--- src/verilog/lsst_pkg.sv ---
// Shared constants for the linear sensor scan timing ends
package lsst_pkg;
  localparam int unsigned LSST_PIXELS          = 2048;
  localparam int unsigned LSST_INTERVAL_MIN    = 106;
  localparam int unsigned LSST_HIGH_MIN        = 6;
  localparam int unsigned LSST_LOW_MIN         = 100;
  localparam int unsigned LSST_INTEG_EXTRA     = 48;
  localparam int unsigned LSST_FIRST_STROBE    = 89;
  localparam int unsigned LSST_CYCLE_FULL      = 2140;
  localparam int unsigned LSST_CNT_W           = 16;
  localparam int unsigned LSST_PIX_W           = 12;
  localparam int unsigned LSST_VIDEO_W         = 12;
  localparam int unsigned LSST_SYS_CLK_HZ      = 50_000_000;
  localparam int unsigned LSST_LINK_MAX_HZ     = 10_000_000;
  // Sensor clock divider: shortest period, rounded up so rate stays at or under the limit
  localparam int unsigned LSST_CLK_DIV =
    (LSST_SYS_CLK_HZ + LSST_LINK_MAX_HZ - 1) / LSST_LINK_MAX_HZ;
  localparam logic [LSST_CNT_W-1:0] LSST_CNT_ZERO = 16'h0000;
  localparam logic [LSST_CNT_W-1:0] LSST_CNT_ONE  = 16'h0001;
  localparam logic [LSST_PIX_W-1:0] LSST_PIX_ZERO = 12'h000;
  localparam logic [LSST_PIX_W-1:0] LSST_PIX_ONE  = 12'h001;
endpackage : lsst_pkg

--- src/verilog/lsst_if.sv ---
// Interface joining sensor end and controller end
`timescale 1ns/1ps
interface lsst_if
  import lsst_pkg::*;
();
  logic                    pix_clk_en;
  logic                    scan_launch_pulse;
  logic                    gain_select_pin;
  logic                    sample_strobe;
  logic [LSST_VIDEO_W-1:0] video;
  logic                    scan_finish_flag;

  modport sensor (
    input  pix_clk_en,
    input  scan_launch_pulse,
    input  gain_select_pin,
    output sample_strobe,
    output video,
    output scan_finish_flag
  );
  modport ctrl (
    output pix_clk_en,
    output scan_launch_pulse,
    output gain_select_pin,
    input  sample_strobe,
    input  video,
    input  scan_finish_flag
  );
endinterface : lsst_if

--- src/verilog/lsst_sensor.sv ---
// Sensor end: integration and pixel shift timing
//
// Behaviour
// - Controller clocks sensor at 10 MHz max.
// - One pixel out per sensor clock.
// - Launch rising edges at least 106 clocks apart.
// - Launch high at least 6 clocks.
// - Launch low at least 100 clocks.
// - Shift starts first clock after launch falls.
// - Integration equals launch high plus 48.
// - First valid pixel on 89th strobe.
// - Controller samples video on strobe rising.
// - Gain pin low high-gain, else low-gain.
// - Full readout needs 2140-clock launch cycle.
// - All pixels integrate over one window.
`timescale 1ns/1ps
module lsst_sensor
  import lsst_pkg::*;
#(
  parameter int unsigned PIXELS = LSST_PIXELS
) (
  // Clock and reset
  input  wire logic                    sys_clk,
  input  wire logic                    rst_n,
  // Link
  lsst_if.sensor                       link,
  // Light level seen by the pixel under readout
  input  wire logic [LSST_VIDEO_W-1:0] light_level,
  // Status
  output      logic                    integrating,
  output      logic [LSST_PIX_W-1:0]   pixel_index,
  output      logic [LSST_CNT_W-1:0]   integ_time
);

  typedef enum logic [1:0] {LSST_IDLE, LSST_LEAD, LSST_SHIFT} lsst_state_e;

  // Low gain scales the level down; gain pin low means high gain
  localparam int unsigned LOW_GAIN_SHIFT = 2;

  ////////////////////////////////////////////////////////////////////////////
  // State and counters
  lsst_state_e             state_q, state_d;
  logic                    launch_q;
  logic                    integ_q, integ_d;
  logic [LSST_CNT_W-1:0]   integ_cnt_q, integ_cnt_d;
  logic [LSST_CNT_W-1:0]   tail_q, tail_d;
  logic [LSST_CNT_W-1:0]   lead_q, lead_d;
  logic [LSST_PIX_W-1:0]   pix_q, pix_d;
  logic                    strobe_q, strobe_d;
  logic                    finish_q, finish_d;
  logic [LSST_VIDEO_W-1:0] video_q, video_d;
  logic [LSST_VIDEO_W-1:0] held_q;

  // Decode of the sensor clock and launch level
  wire                    tick       = link.pix_clk_en;
  wire                    fall_seen  = launch_q & ~link.scan_launch_pulse;
  wire                    rise_seen  = ~launch_q & link.scan_launch_pulse;
  wire                    launch_low = ~link.scan_launch_pulse;
  wire                    last_pix   = (pix_q == PIXELS[LSST_PIX_W-1:0] - LSST_PIX_ONE);
  wire                    lead_done  = (lead_q == LSST_FIRST_STROBE[LSST_CNT_W-1:0] - LSST_CNT_ONE);
  wire                    tail_done  = (tail_q == LSST_CNT_ZERO);
  wire [LSST_VIDEO_W-1:0] gained     = link.gain_select_pin ? (light_level >> LOW_GAIN_SHIFT)
                                                            : light_level;

  ////////////////////////////////////////////////////////////////////////////
  // Integration window
  always_comb begin
    integ_d     = integ_q;
    integ_cnt_d = integ_cnt_q;
    tail_d      = tail_q;
    if (tick) begin
      // One global window for every pixel, no rolling shutter
      if (rise_seen) begin
        integ_d     = 1'b1;
        integ_cnt_d = LSST_CNT_ZERO;
      end
      if (integ_q) begin
        integ_cnt_d = integ_cnt_q + LSST_CNT_ONE;
      end
      // Integration runs 48 clocks past the launch fall
      if (fall_seen) begin
        tail_d = LSST_INTEG_EXTRA[LSST_CNT_W-1:0] - LSST_CNT_ONE;
      end else if (integ_q && launch_low) begin
        if (tail_done) begin
          integ_d = 1'b0;
        end else begin
          tail_d = tail_q - LSST_CNT_ONE;
        end
      end
    end
  end

  ////////////////////////////////////////////////////////////////////////////
  // Readout sequencer
  always_comb begin
    state_d  = state_q;
    lead_d   = lead_q;
    pix_d    = pix_q;
    strobe_d = 1'b0;
    finish_d = 1'b0;
    video_d  = video_q;
    if (tick) begin
      // A new fall restarts the readout even mid-line; that line is lost
      if (fall_seen) begin
        state_d  = LSST_LEAD;
        lead_d   = LSST_CNT_ONE;
        strobe_d = 1'b1;
        video_d  = '0;
      end else begin
        case (state_q)
          LSST_IDLE: begin
            strobe_d = 1'b1;
          end
          LSST_LEAD: begin
            strobe_d = 1'b1;
            lead_d   = lead_q + LSST_CNT_ONE;
            if (lead_done) begin
              state_d = LSST_SHIFT;
              pix_d   = LSST_PIX_ZERO;
              video_d = held_q;
            end
          end
          LSST_SHIFT: begin
            strobe_d = 1'b1;
            if (last_pix) begin
              state_d  = LSST_IDLE;
              finish_d = 1'b1;
              video_d  = '0;
            end else begin
              pix_d   = pix_q + LSST_PIX_ONE;
              video_d = held_q;
            end
          end
          default: state_d = LSST_IDLE;
        endcase
      end
    end
  end

  ////////////////////////////////////////////////////////////////////////////
  // Launch level is seen on sensor clock edges only
  always_ff @(posedge sys_clk) begin
    if (!rst_n) begin
      launch_q <= 1'b0;
    end else if (tick) begin
      launch_q <= link.scan_launch_pulse;
    end
  end

  // Window flag and counters
  always_ff @(posedge sys_clk) begin
    if (!rst_n) begin
      integ_q     <= 1'b0;
      integ_cnt_q <= LSST_CNT_ZERO;
      tail_q      <= LSST_CNT_ZERO;
    end else begin
      integ_q     <= integ_d;
      integ_cnt_q <= integ_cnt_d;
      tail_q      <= tail_d;
    end
  end

  // Sequencer state
  always_ff @(posedge sys_clk) begin
    if (!rst_n) begin
      state_q <= LSST_IDLE;
      lead_q  <= LSST_CNT_ZERO;
      pix_q   <= LSST_PIX_ZERO;
    end else begin
      state_q <= state_d;
      lead_q  <= lead_d;
      pix_q   <= pix_d;
    end
  end

  // Strobe, finish and video from flops; strobe and finish each stand one clean cycle
  always_ff @(posedge sys_clk) begin
    if (!rst_n) begin
      strobe_q <= 1'b0;
      finish_q <= 1'b0;
      video_q  <= '0;
    end else begin
      strobe_q <= strobe_d;
      finish_q <= finish_d;
      video_q  <= video_d;
    end
  end

  // Level sampled every cycle so a gain change lands on the next pixel
  always_ff @(posedge sys_clk) begin
    if (!rst_n) begin
      held_q <= '0;
    end else begin
      held_q <= gained;
    end
  end

  ////////////////////////////////////////////////////////////////////////////
  // Link outputs
  assign link.sample_strobe    = strobe_q;
  assign link.video            = video_q;
  assign link.scan_finish_flag = finish_q;

  // Status outputs
  assign integrating           = integ_q;
  assign pixel_index           = pix_q;
  assign integ_time            = integ_cnt_q;

endmodule : lsst_sensor

--- src/flat_wrapper.sv ---
// flat-port wrapper written by rule: the top's interface ports become plain ports
module lsst_sensor_flat import lsst_pkg::*;
#(
  parameter int unsigned PIXELS = LSST_PIXELS
)
  (sys_clk, rst_n, light_level, integrating, pixel_index, integ_time, link_pix_clk_en, link_scan_launch_pulse, link_gain_select_pin, link_sample_strobe, link_video, link_scan_finish_flag);
  lsst_if link_i ();
  input  wire logic sys_clk;
  input  wire logic rst_n;
  input  wire logic [LSST_VIDEO_W-1:0] light_level;
  output      logic integrating;
  output      logic [LSST_PIX_W-1:0] pixel_index;
  output      logic [LSST_CNT_W-1:0] integ_time;
  input wire logic [$bits(link_i.pix_clk_en)-1:0] link_pix_clk_en;
  input wire logic [$bits(link_i.scan_launch_pulse)-1:0] link_scan_launch_pulse;
  input wire logic [$bits(link_i.gain_select_pin)-1:0] link_gain_select_pin;
  output wire logic [$bits(link_i.sample_strobe)-1:0] link_sample_strobe;
  output wire logic [$bits(link_i.video)-1:0] link_video;
  output wire logic [$bits(link_i.scan_finish_flag)-1:0] link_scan_finish_flag;
  assign link_i.pix_clk_en = link_pix_clk_en;
  assign link_i.scan_launch_pulse = link_scan_launch_pulse;
  assign link_i.gain_select_pin = link_gain_select_pin;
  assign link_sample_strobe = link_i.sample_strobe;
  assign link_video = link_i.video;
  assign link_scan_finish_flag = link_i.scan_finish_flag;
  lsst_sensor #(.PIXELS(PIXELS)) u_core (.sys_clk(sys_clk), .rst_n(rst_n), .link(link_i), .light_level(light_level), .integrating(integrating), .pixel_index(pixel_index), .integ_time(integ_time));
endmodule
--- config.mk ---
export PLATFORM = sky130hd
export DESIGN_NAME = lsst_sensor_flat
export DESIGN_NICKNAME = d
export VERILOG_FILES = /design/src/verilog/lsst_pkg.sv /design/src/verilog/lsst_if.sv /design/src/verilog/lsst_sensor.sv /design/src/flat_wrapper.sv
export SDC_FILE = /design/constraint.sdc
export NUM_CORES = 1
export LEC_CHECK = 0
export ABC_AREA = 1
export BUFFER_PORTS_ARGS = -buffer_cell sky130_fd_sc_hd__buf_4
export CAP_MARGIN = 5
export CORE_MARGIN = 2
export CORE_UTILIZATION = 33
export CTS_CLUSTER_SIZE = 40
export DETAILED_ROUTE_END_ITERATION = 8
export GPL_TIMING_DRIVEN = 0
export HOLD_SLACK_MARGIN = 0.1
export PLACE_DENSITY = 0.52
export SYNTH_ARGS = -nofsm -noshare
export SYNTH_HDL_FRONTEND = slang
export SYNTH_SLANG_ARGS = --single-unit
--- constraint.sdc ---
create_clock -name sys_clk -period 2.55 [get_ports sys_clk]
set_clock_uncertainty 0.15 [all_clocks]
set_input_delay 0.51 -clock sys_clk [delete_from_list [all_inputs] [get_ports sys_clk]]
set_output_delay 0.51 -clock sys_clk [all_outputs]
set_load 0.05 [all_outputs]
==> results.txt, run 1 <==
Status -> finished clean
DIE AREA -> 15830 sq um
# IOs -> 60
N_diodes -> 0
Worst VDD drop -> 0.3310 mV
Compound-Gate Fraction of Synth Area -> 10.22%
Area Growth Syn to Fin -> 20.21%
Yosys reg bits -> 90
P_leak -> 2.507 nW
Setup crit start -> u_core.pixel_index[0]
Drt first pass iters -> 5
Clock Tree Buf Depth -> 2
ANT nets after route -> 0
Gpl congestion -> 0.8865
DP Wirelength -> 9411 um
Largest family of logic cells by synthesized area -> simple AND/OR/NAND/NOR gates
# fillers -> 1555
Worst Tran Pin Value -> 680.5 ps
Reg clk slew, reported paths -> 60 ps
Synth warn -> 0
Routed WL per cell -> 12.44 um
Synth top area cells -> dfxtp_1, nand2_1, nor2_1
Most frequent cells in the layout -> nand2_1, nor2_1, inv_1
Worst slew margin -> 54.64%
Final worst path period share -> 84.12%
Setup WS post-layout -> 404.8 ps
Final hold viol count -> 0
RSZ-0062 raised after global routing -> false
Top cell type by total area after synthesis -> dfxtp_1
Effective utilization at floorplan -> 33.69%
Post-Synthesis Cell Area -> 4897 sq um
Cts hold-fix bufs -> 0
Nets -> 843
Worst path arrival time -> 2240 ps
Via count -> 4776
Pwr Density -> 588.4 nW/um^2
Sequential share of the synthesized area -> 36.79%
Total Routed Length -> 12520 um
H-tree levels -> 3
GRT overflow -> 0
Nature of the critical path endpoint -> flip-flop
Dpl ws -> 433.2 ps
Mux contribution to synthesized area -> 0%
Final Max Slew Viols -> 0
Die W -> 125.8 um
Post-Synth Adder-Cell Area -> 2.299%
Number of buffers created by CTS -> 9
Row count -> 44
Mapped Cells -> 747
CTS tree -> done
Post-CTS setup buffer count -> 0
Clock latency on the worst-skew pair -> 350 ps
Max-Cap Viols -> 0
Top-area cell type share of the netlist area -> 36.79%
Placed instance area -> 5570 sq um
CP Launch Type -> flip-flop
Residual DRC -> 0
Pin count of the biggest net entering global routing -> 15
Peak Freq -> 466.2 MHz
Synth Area per Inst -> 6.556 sq um
Root buffer cell -> clkbuf_16
GR Util All Layers -> 16.01%
Post-synthesis net count -> 773
Port bufs -> 59
Crit path time final -> 2145 ps
Xor-xnor portion of the synthesized cell area -> 1.610%
Layout Utilization -> 40.50%
Netlist cell types -> 38
Hold_sp -> light_level[3]
Core Box Area -> 14530 sq um
Die Ht -> 125.8 um
Crit path max fanout -> 10
Worst EP required -> 2640 ps
Synth Area in Simple Gates -> 38.48%
Number of global-route vias before repair -> 4375
Final non-filler cell area -> 5887 sq um
Clock Sinks -> 90
Initial antenna violation count -> 0
Setup TNS -> 0 ps
Via density -> 4.748
Hold WC Path Type -> primary input to flip-flop
Post-CTS sizing -> 0
Layout cells sized above 1 -> 13.87%
Setup CP Type -> flip-flop to flip-flop
DRT iter0 DRCs -> 208
Worst r2r src -> u_core.pixel_index[0]
First-pass GRT wire length -> 20600 um
Finish-stage setup viols -> 0
Commonest non-fill, non-tap cell in the layout -> nand2_1
## synthesized netlist by cell type, drive strengths merged
library cell,count
dfxtp,90
a211oi,1
clkinv,2
inv,103
and3,3
o21bai,2
a31oi,1
clkbuf,8
xnor2,2
nand2,169
nand3,46
a21oi,47
ha,9
xor2,7
o32ai,1
o211ai,2
a31o,1
nor2,152
buf,10
o21ai,39
nor3,25
or2,3
nand4,20
nor3b,4
## worst paths after layout
path                                to  slack [ps]  cells past startpoint
setup / recovery  u_core.link.video[2]         400                      9
hold / removal        u_core.held_q[1]         250                      3
setup reg to reg  u_core.link.video[2]         400                      9
hold reg to reg       u_core.tail_q[2]         320                      2
## report_power, final
| part | switching [W] | internal (W) |
|---|---|---|
| logic | 0.000376 | 0.000196 |
| clock network | 0.000567 | 0.000842 |
| registers | 0.0000296 | 0.00145 |
| total | 0.000973 | 0.00249 |
## per-layer routing
metal / track usage (%) / routed length [um]
met1: 20.78 / 6062
met2: 25.91 / 5649
met3: 3.059 / 541
met4: 7.175 / 262
met5: 0 / 0
## flip-flops by register name, indices dropped and copies added (netlist names)
name	flops
u_core.integ_time	16
u_core.lead_q	16
u_core.tail_q	16
u_core.held_q	12
u_core.link.video	12
u_core.pixel_index	12
u_core.state_q	2
u_core.integrating	1
u_core.launch_q	1
u_core.link.sample_strobe	1
u_core.link.scan_finish_flag	1
## per-stage QoR
| stage | total power, W | cells | hold WS (ps) |
|---|---|---|---|
| after floorplan | 0.001937 | 747 | 293.4 |
| after global placement | 0.002083 | 990 | 301.9 |
| after detailed placement | 0.002089 | 990 | 311.1 |
| after CTS | 0.003519 | 1006 | 239.7 |
| after global routing | 0.003655 | 1006 | 249.5 |
| final | 0.003464 | 1006 | 248.5 |
## area by class of cell
| type | count | area [sq um] | area share (%) |
|---|---|---|---|
| multi-input cells | 534 | 2576 | 43.76 |
| well taps | 184 | 230.2 | 3.911 |
| clock buffers | 13 | 270.3 | 4.591 |
| clock inverters | 3 | 46.29 | 0.7864 |
| inverters | 105 | 395.4 | 6.716 |
| repair buffers | 59 | 442.9 | 7.524 |
| plain buffers | 18 | 123.9 | 2.104 |
| flip-flops and latches | 90 | 1802 | 30.61 |
## worst max-delay path, stage by stage (launching register included)
cell,delay [ps]
dfxtp_1,470
ha_1,280
nand2_1,130
nor2_2,190
nand4_1,190
nand2_1,180
buf_6,160
nor2_1,40
o21ai_0,180
nor2_1,60
## cell families (layout without fill, tap and decap cells)
logic type | count (synthesis) | count (layout)
simple gates | 422 | 422
buf+inv | 123 | 198
xor+xnor | 9 | 9
compound gates | 94 | 94
flops | 90 | 90
fa+ha+maj | 9 | 9
(Power assumes the default switching activity.)
==> inputs of run 2 (changes only) <==
Clock period 2.55 ns to 2.2 ns, I/O delays scaled along.
==> results.txt, run 2 (synthesis gave the netlist of run 1 again) <==
CP Launch Type -> flip-flop
Layout Utilization -> 40.53%
Worst slew margin -> 54.64%
Port bufs -> 59
First-pass GRT wire length -> 20600 um
Pin count of the biggest net entering global routing -> 15
Finish-stage setup viols -> 0
Effective utilization at floorplan -> 33.69%
# IOs -> 60
Layout cells sized above 1 -> 14.11%
Nature of the critical path endpoint -> flip-flop
Root buffer cell -> clkbuf_16
Most frequent cells in the layout -> nand2_1, nor2_1, inv_1
Number of global-route vias before repair -> 4375
Number of buffers created by CTS -> 9
ANT nets after route -> 0
Initial antenna violation count -> 0
Crit path time final -> 2021 ps
Sequential share of power -> 42.8%
Worst path arrival time -> 2110 ps
Hold WC Path Type -> primary input to flip-flop
DRT iter0 DRCs -> 208
Final worst path period share -> 91.88%
Reg clk slew, reported paths -> 60 ps
Peak Freq -> 494.7 MHz
CTS tree -> done
Worst VDD drop -> 0.3839 mV
Comb pwr share -> 16.5%
Via density -> 4.761
Post-CTS setup buffer count -> 0
Drt first pass iters -> 5
Part of the power in the clock network -> 40.7%
Gpl congestion -> 0.8865
Final Instance Count excl. Fillers -> 1006
Clock latency on the worst-skew pair -> 350 ps
Clock Sinks -> 90
RSZ-0062 raised after global routing -> false
Int Power -> 0.002888 W
Clock Tree Buf Depth -> 2
Status -> finished clean
Commonest non-fill, non-tap cell in the layout -> nand2_1
GRT overflow -> 0
Final hold viol count -> 0
DP Wirelength -> 9411 um
P_leak -> 2.507 nW
Die Ht -> 125.8 um
Post-CTS sizing -> 0
Cts hold-fix bufs -> 0
Fin Hold WS -> 178.3 ps
H-tree levels -> 3
Pwr Density -> 681.7 nW/um^2
Area Growth Syn to Fin -> 20.29%
Max-Cap Viols -> 0
GR Util All Layers -> 16.01%
Core Box Area -> 14530 sq um
Worst Tran Pin Value -> 680.5 ps
Setup CP Type -> flip-flop to flip-flop
Residual DRC -> 0
Nets -> 843
Final Max Slew Viols -> 0
Via count -> 4790
Sw power -> 0.001128 W
# fillers -> 1554
Net Sw Frac -> 28.09%
Worst EP required -> 2290 ps
Row count -> 44
Routed WL per cell -> 12.44 um
DIE AREA -> 15830 sq um
Crit path max fanout -> 10
Die W -> 125.8 um
Inst Count DP -> 990
Total Routed Length -> 12520 um
N_diodes -> 0
Setup TNS -> 0 ps
==> run 2: power groups by stage <==
stage	Combinational, W	Clock, W	Sequential [W]
floorplan	0.000423	0	0.00182
global placement	0.000661	0	0.00175
detailed placement	0.000665	0	0.00176
CTS	0.000668	0.00169	0.00172
global route	0.000752	0.00176	0.00172
finish	0.000663	0.00163	0.00172
==> run 2: routing by layer <==
layer	part of all wire (%)	up-vias	wire length, um	global-route usage (%)
li1	-	2507	-	-
met1	49	2163	6072	20.78
met2	45	102	5637	25.91
met3	4.3	18	543	3.059
met4	2.1	0	262	7.175
met5	0	-	0	0
==> run 2: final cells by class <==
type	count	area (sq um)	area share, %
Clock buffer	13	270.3	4.588
Buffer	18	123.9	2.103
Inverter	105	395.4	6.712
Multi-Input combinational cell	534	2579	43.78
Sequential cell	90	1803	30.61
Tap cell	184	230.2	3.908
Timing Repair Buffer	59	442.9	7.519
Clock inverter	3	46.29	0.7859
==> run 2: critical path, cell delays in order (launching register included) <==
cell and delay, ps:
dfxtp_2 400, ha_1 250, nand2_1 130, nor2_2 190, nand4_1 210, nand2_2 150, buf_6 140, nor2_1 40
o21ai_0 180, nor2_1 60
==> run 2: through the flow <==
step           power, W  setup slack (ps)  instance area, sq um
4_1_cts        0.004079             52.45                  5887
3_3_place_gp   0.002415             113.6                  5570
6_report       0.004016             178.6                  5891
5_1_grt        0.004237             3.718                  5891
3_5_place_dp   0.002421             83.24                  5570
2_1_floorplan  0.002245             52.16                  4897
==> run 2: worst paths after layout <==
path	startpoint	endpoint	slack [ps]	depth (start not counted)
max	u_core.pixel_index[0]	u_core.link.video[2]	180	9
min	light_level[3]	u_core.held_q[1]	180	3
max reg2reg	u_core.pixel_index[0]	u_core.link.video[2]	180	9
min reg2reg	u_core.tail_q[2]	u_core.tail_q[2]	320	2
==> inputs of run 3 (changes only) <==
Settings changed: BUFFER_PORTS_ARGS -buffer_cell sky130_fd_sc_hd__buf_4 to default, CTS_CLUSTER_SIZE 40 to 25, DONT_BUFFER_PORTS from default to 1, PLACE_DENSITY 0.52 to 0.49.
==> results.txt, run 3 (synthesis gave the netlist of run 1 again) <==
Status -> finished clean
H-tree levels -> 3
Core Box Area -> 14530 sq um
Flop-to-flop setup slack -> 150 ps
Pin count of the biggest net entering global routing -> 15
Via count -> 4617
Setup CP Type -> flip-flop to flip-flop
Nets -> 800
GR Util All Layers -> 15.85%
Fin Hold WS -> 109.5 ps
Clock Tree Buf Depth -> 2
Max-Cap Viols -> 0
Number of global-route vias before repair -> 4216
Final Instance Count excl. Fillers -> 962
Int Power -> 0.002644 W
Clock Sinks -> 90
Residual DRC -> 0
Worst path arrival time -> 2130 ps
Number of buffers created by CTS -> 9
Via density -> 4.799
DIE AREA -> 15830 sq um
Worst Hold Depth -> 2
Net Sw Frac -> 29.58%
ANT nets after route -> 0
Final Max Slew Viols -> 0
Worst slew margin -> 55.50%
Nature of the critical path endpoint -> flip-flop
Hold_sp -> light_level[2]
Effective utilization at floorplan -> 33.69%
Hold WC Path Type -> primary input to flip-flop
Final worst path period share -> 93.05%
Commonest non-fill, non-tap cell in the layout -> nand2_1
Crit path max fanout -> 10
CTS tree -> done
GRT overflow -> 0
Inst Count DP -> 931
CP Launch Type -> flip-flop
Port bufs -> 0
Final hold viol count -> 0
DP Wirelength -> 9093 um
Worst EP required -> 2280 ps
Worst Tran Pin Value -> 666.6 ps
# IOs -> 60
Crit path time final -> 2047 ps
Clock latency on the worst-skew pair -> 350 ps
Part of the power in the clock network -> 37.7%
Peak Freq -> 488.5 MHz
Sw power -> 0.001111 W
Worst R2R End -> u_core.link.video[2]
Worst VDD drop -> 0.3536 mV
# fillers -> 1602
P_leak -> 2.246 nW
Initial antenna violation count -> 0
Worst r2r src -> u_core.pixel_index[0]
Area Growth Syn to Fin -> 13.90%
Root buffer cell -> clkbuf_16
Layout Utilization -> 38.38%
Hold Crit Endpoint -> u_core.held_q[2]
Row count -> 44
Drt first pass iters -> 4
Die Ht -> 125.8 um
Storage cell area -> 1824 sq um
Gpl congestion -> 0.8459
Worst Reg-to-Reg Cells -> 9
First-pass GRT wire length -> 20540 um
Reg clk slew, reported paths -> 70 ps
Comb pwr share -> 14.5%
Pwr Density -> 673.0 nW/um^2
Total Routed Length -> 12270 um
N_diodes -> 0
Area of the multi-input gates -> 2592 sq um
Layout cells sized above 1 -> 9.640%
Finish-stage setup viols -> 0
Most frequent cells in the layout -> nand2_1, nor2_1, inv_1
DRT iter0 DRCs -> 222
Die W -> 125.8 um
Routed WL per cell -> 12.76 um
Sequential share of power -> 47.8%
RSZ-0062 raised after global routing -> false
-- run 3: cell types whose count changed in the layout (fill, tap and decap cells not counted), sizes merged --
cell and change:
buf -55, bufinv -1, clkbuf -2, clkinvlp +1, dlygate4sd3 +12, inv +1
-- run 3: layer usage --
metal,GRT usage (%),vias to the layer above,wire [um]
li1,-,2427,-
met3,3.738,4,679
met4,5.947,0,68
met2,25.41,88,5662
met5,0,-,0
met1,20.82,2098,5860
-- run 3: repair_timing --
item                                   CTS  global route
setup endpoints to repair               26            37
hold buffers                            12             0
setup buffers                            0             4
gates resized for setup                 10            11
endpoints found under the hold margin   10             0
pin swaps                                0             3
-- run 3: through the flow --
step                      setup TNS, ps  cell area [sq um]  setup slack, ps  total power [W]
after floorplan                       0               4897            52.16         0.002245
after global placement            -5939               5127           -323.8         0.002356
after detailed placement          -5980               5127           -342.4         0.002360
after CTS                             0               5524            9.641         0.003807
after global routing                  0               5578            33.43         0.003969
final                                 0               5578            152.8         0.003754
-- run 3: area by class of cell --
class | count | share of cell area (%)
repair buffers | 16 | 2.692
clock buffers | 11 | 4.172
flip-flops and latches | 90 | 32.71
clock inverters | 4 | 0.5159
inverters | 105 | 7.088
plain buffers | 18 | 2.221
well taps | 184 | 4.127
multi-input cells | 534 | 46.48
-- run 3: power groups by stage --
stage | registers (W) | logic, W | clock network [W]
4_1_cts | 0.00179 | 0.000549 | 0.00146
2_1_floorplan | 0.00182 | 0.000423 | 0
6_report | 0.00179 | 0.000545 | 0.00142
3_3_place_gp | 0.00183 | 0.000524 | 0
5_1_grt | 0.00180 | 0.000643 | 0.00153
3_5_place_dp | 0.00183 | 0.000527 | 0
-- run 3: critical path, stage by stage (launching register included) --
cell and delay (ps):
dfxtp_4 470, ha_2 260, nand2_2 100, nor2_4 170
nand4_1 190, nand2_2 160, buf_6 150, nor2_1 40
o21ai_0 190, nor2_1 50
-- run 3: worst max path at each step --
stage                                     start               endpoint  slack [ps]  cells after the start
after floorplan           u_core.pixel_index[0]  u_core.link.video[10]          50                      9
after global placement    u_core.pixel_index[0]   u_core.link.video[2]        -320                      9
after detailed placement  u_core.pixel_index[0]   u_core.link.video[2]        -340                      9
after CTS                 u_core.pixel_index[8]   u_core.link.video[2]          10                      8
after global routing      u_core.pixel_index[0]   u_core.link.video[2]          30                      9
final                     u_core.pixel_index[0]   u_core.link.video[2]         150                      9
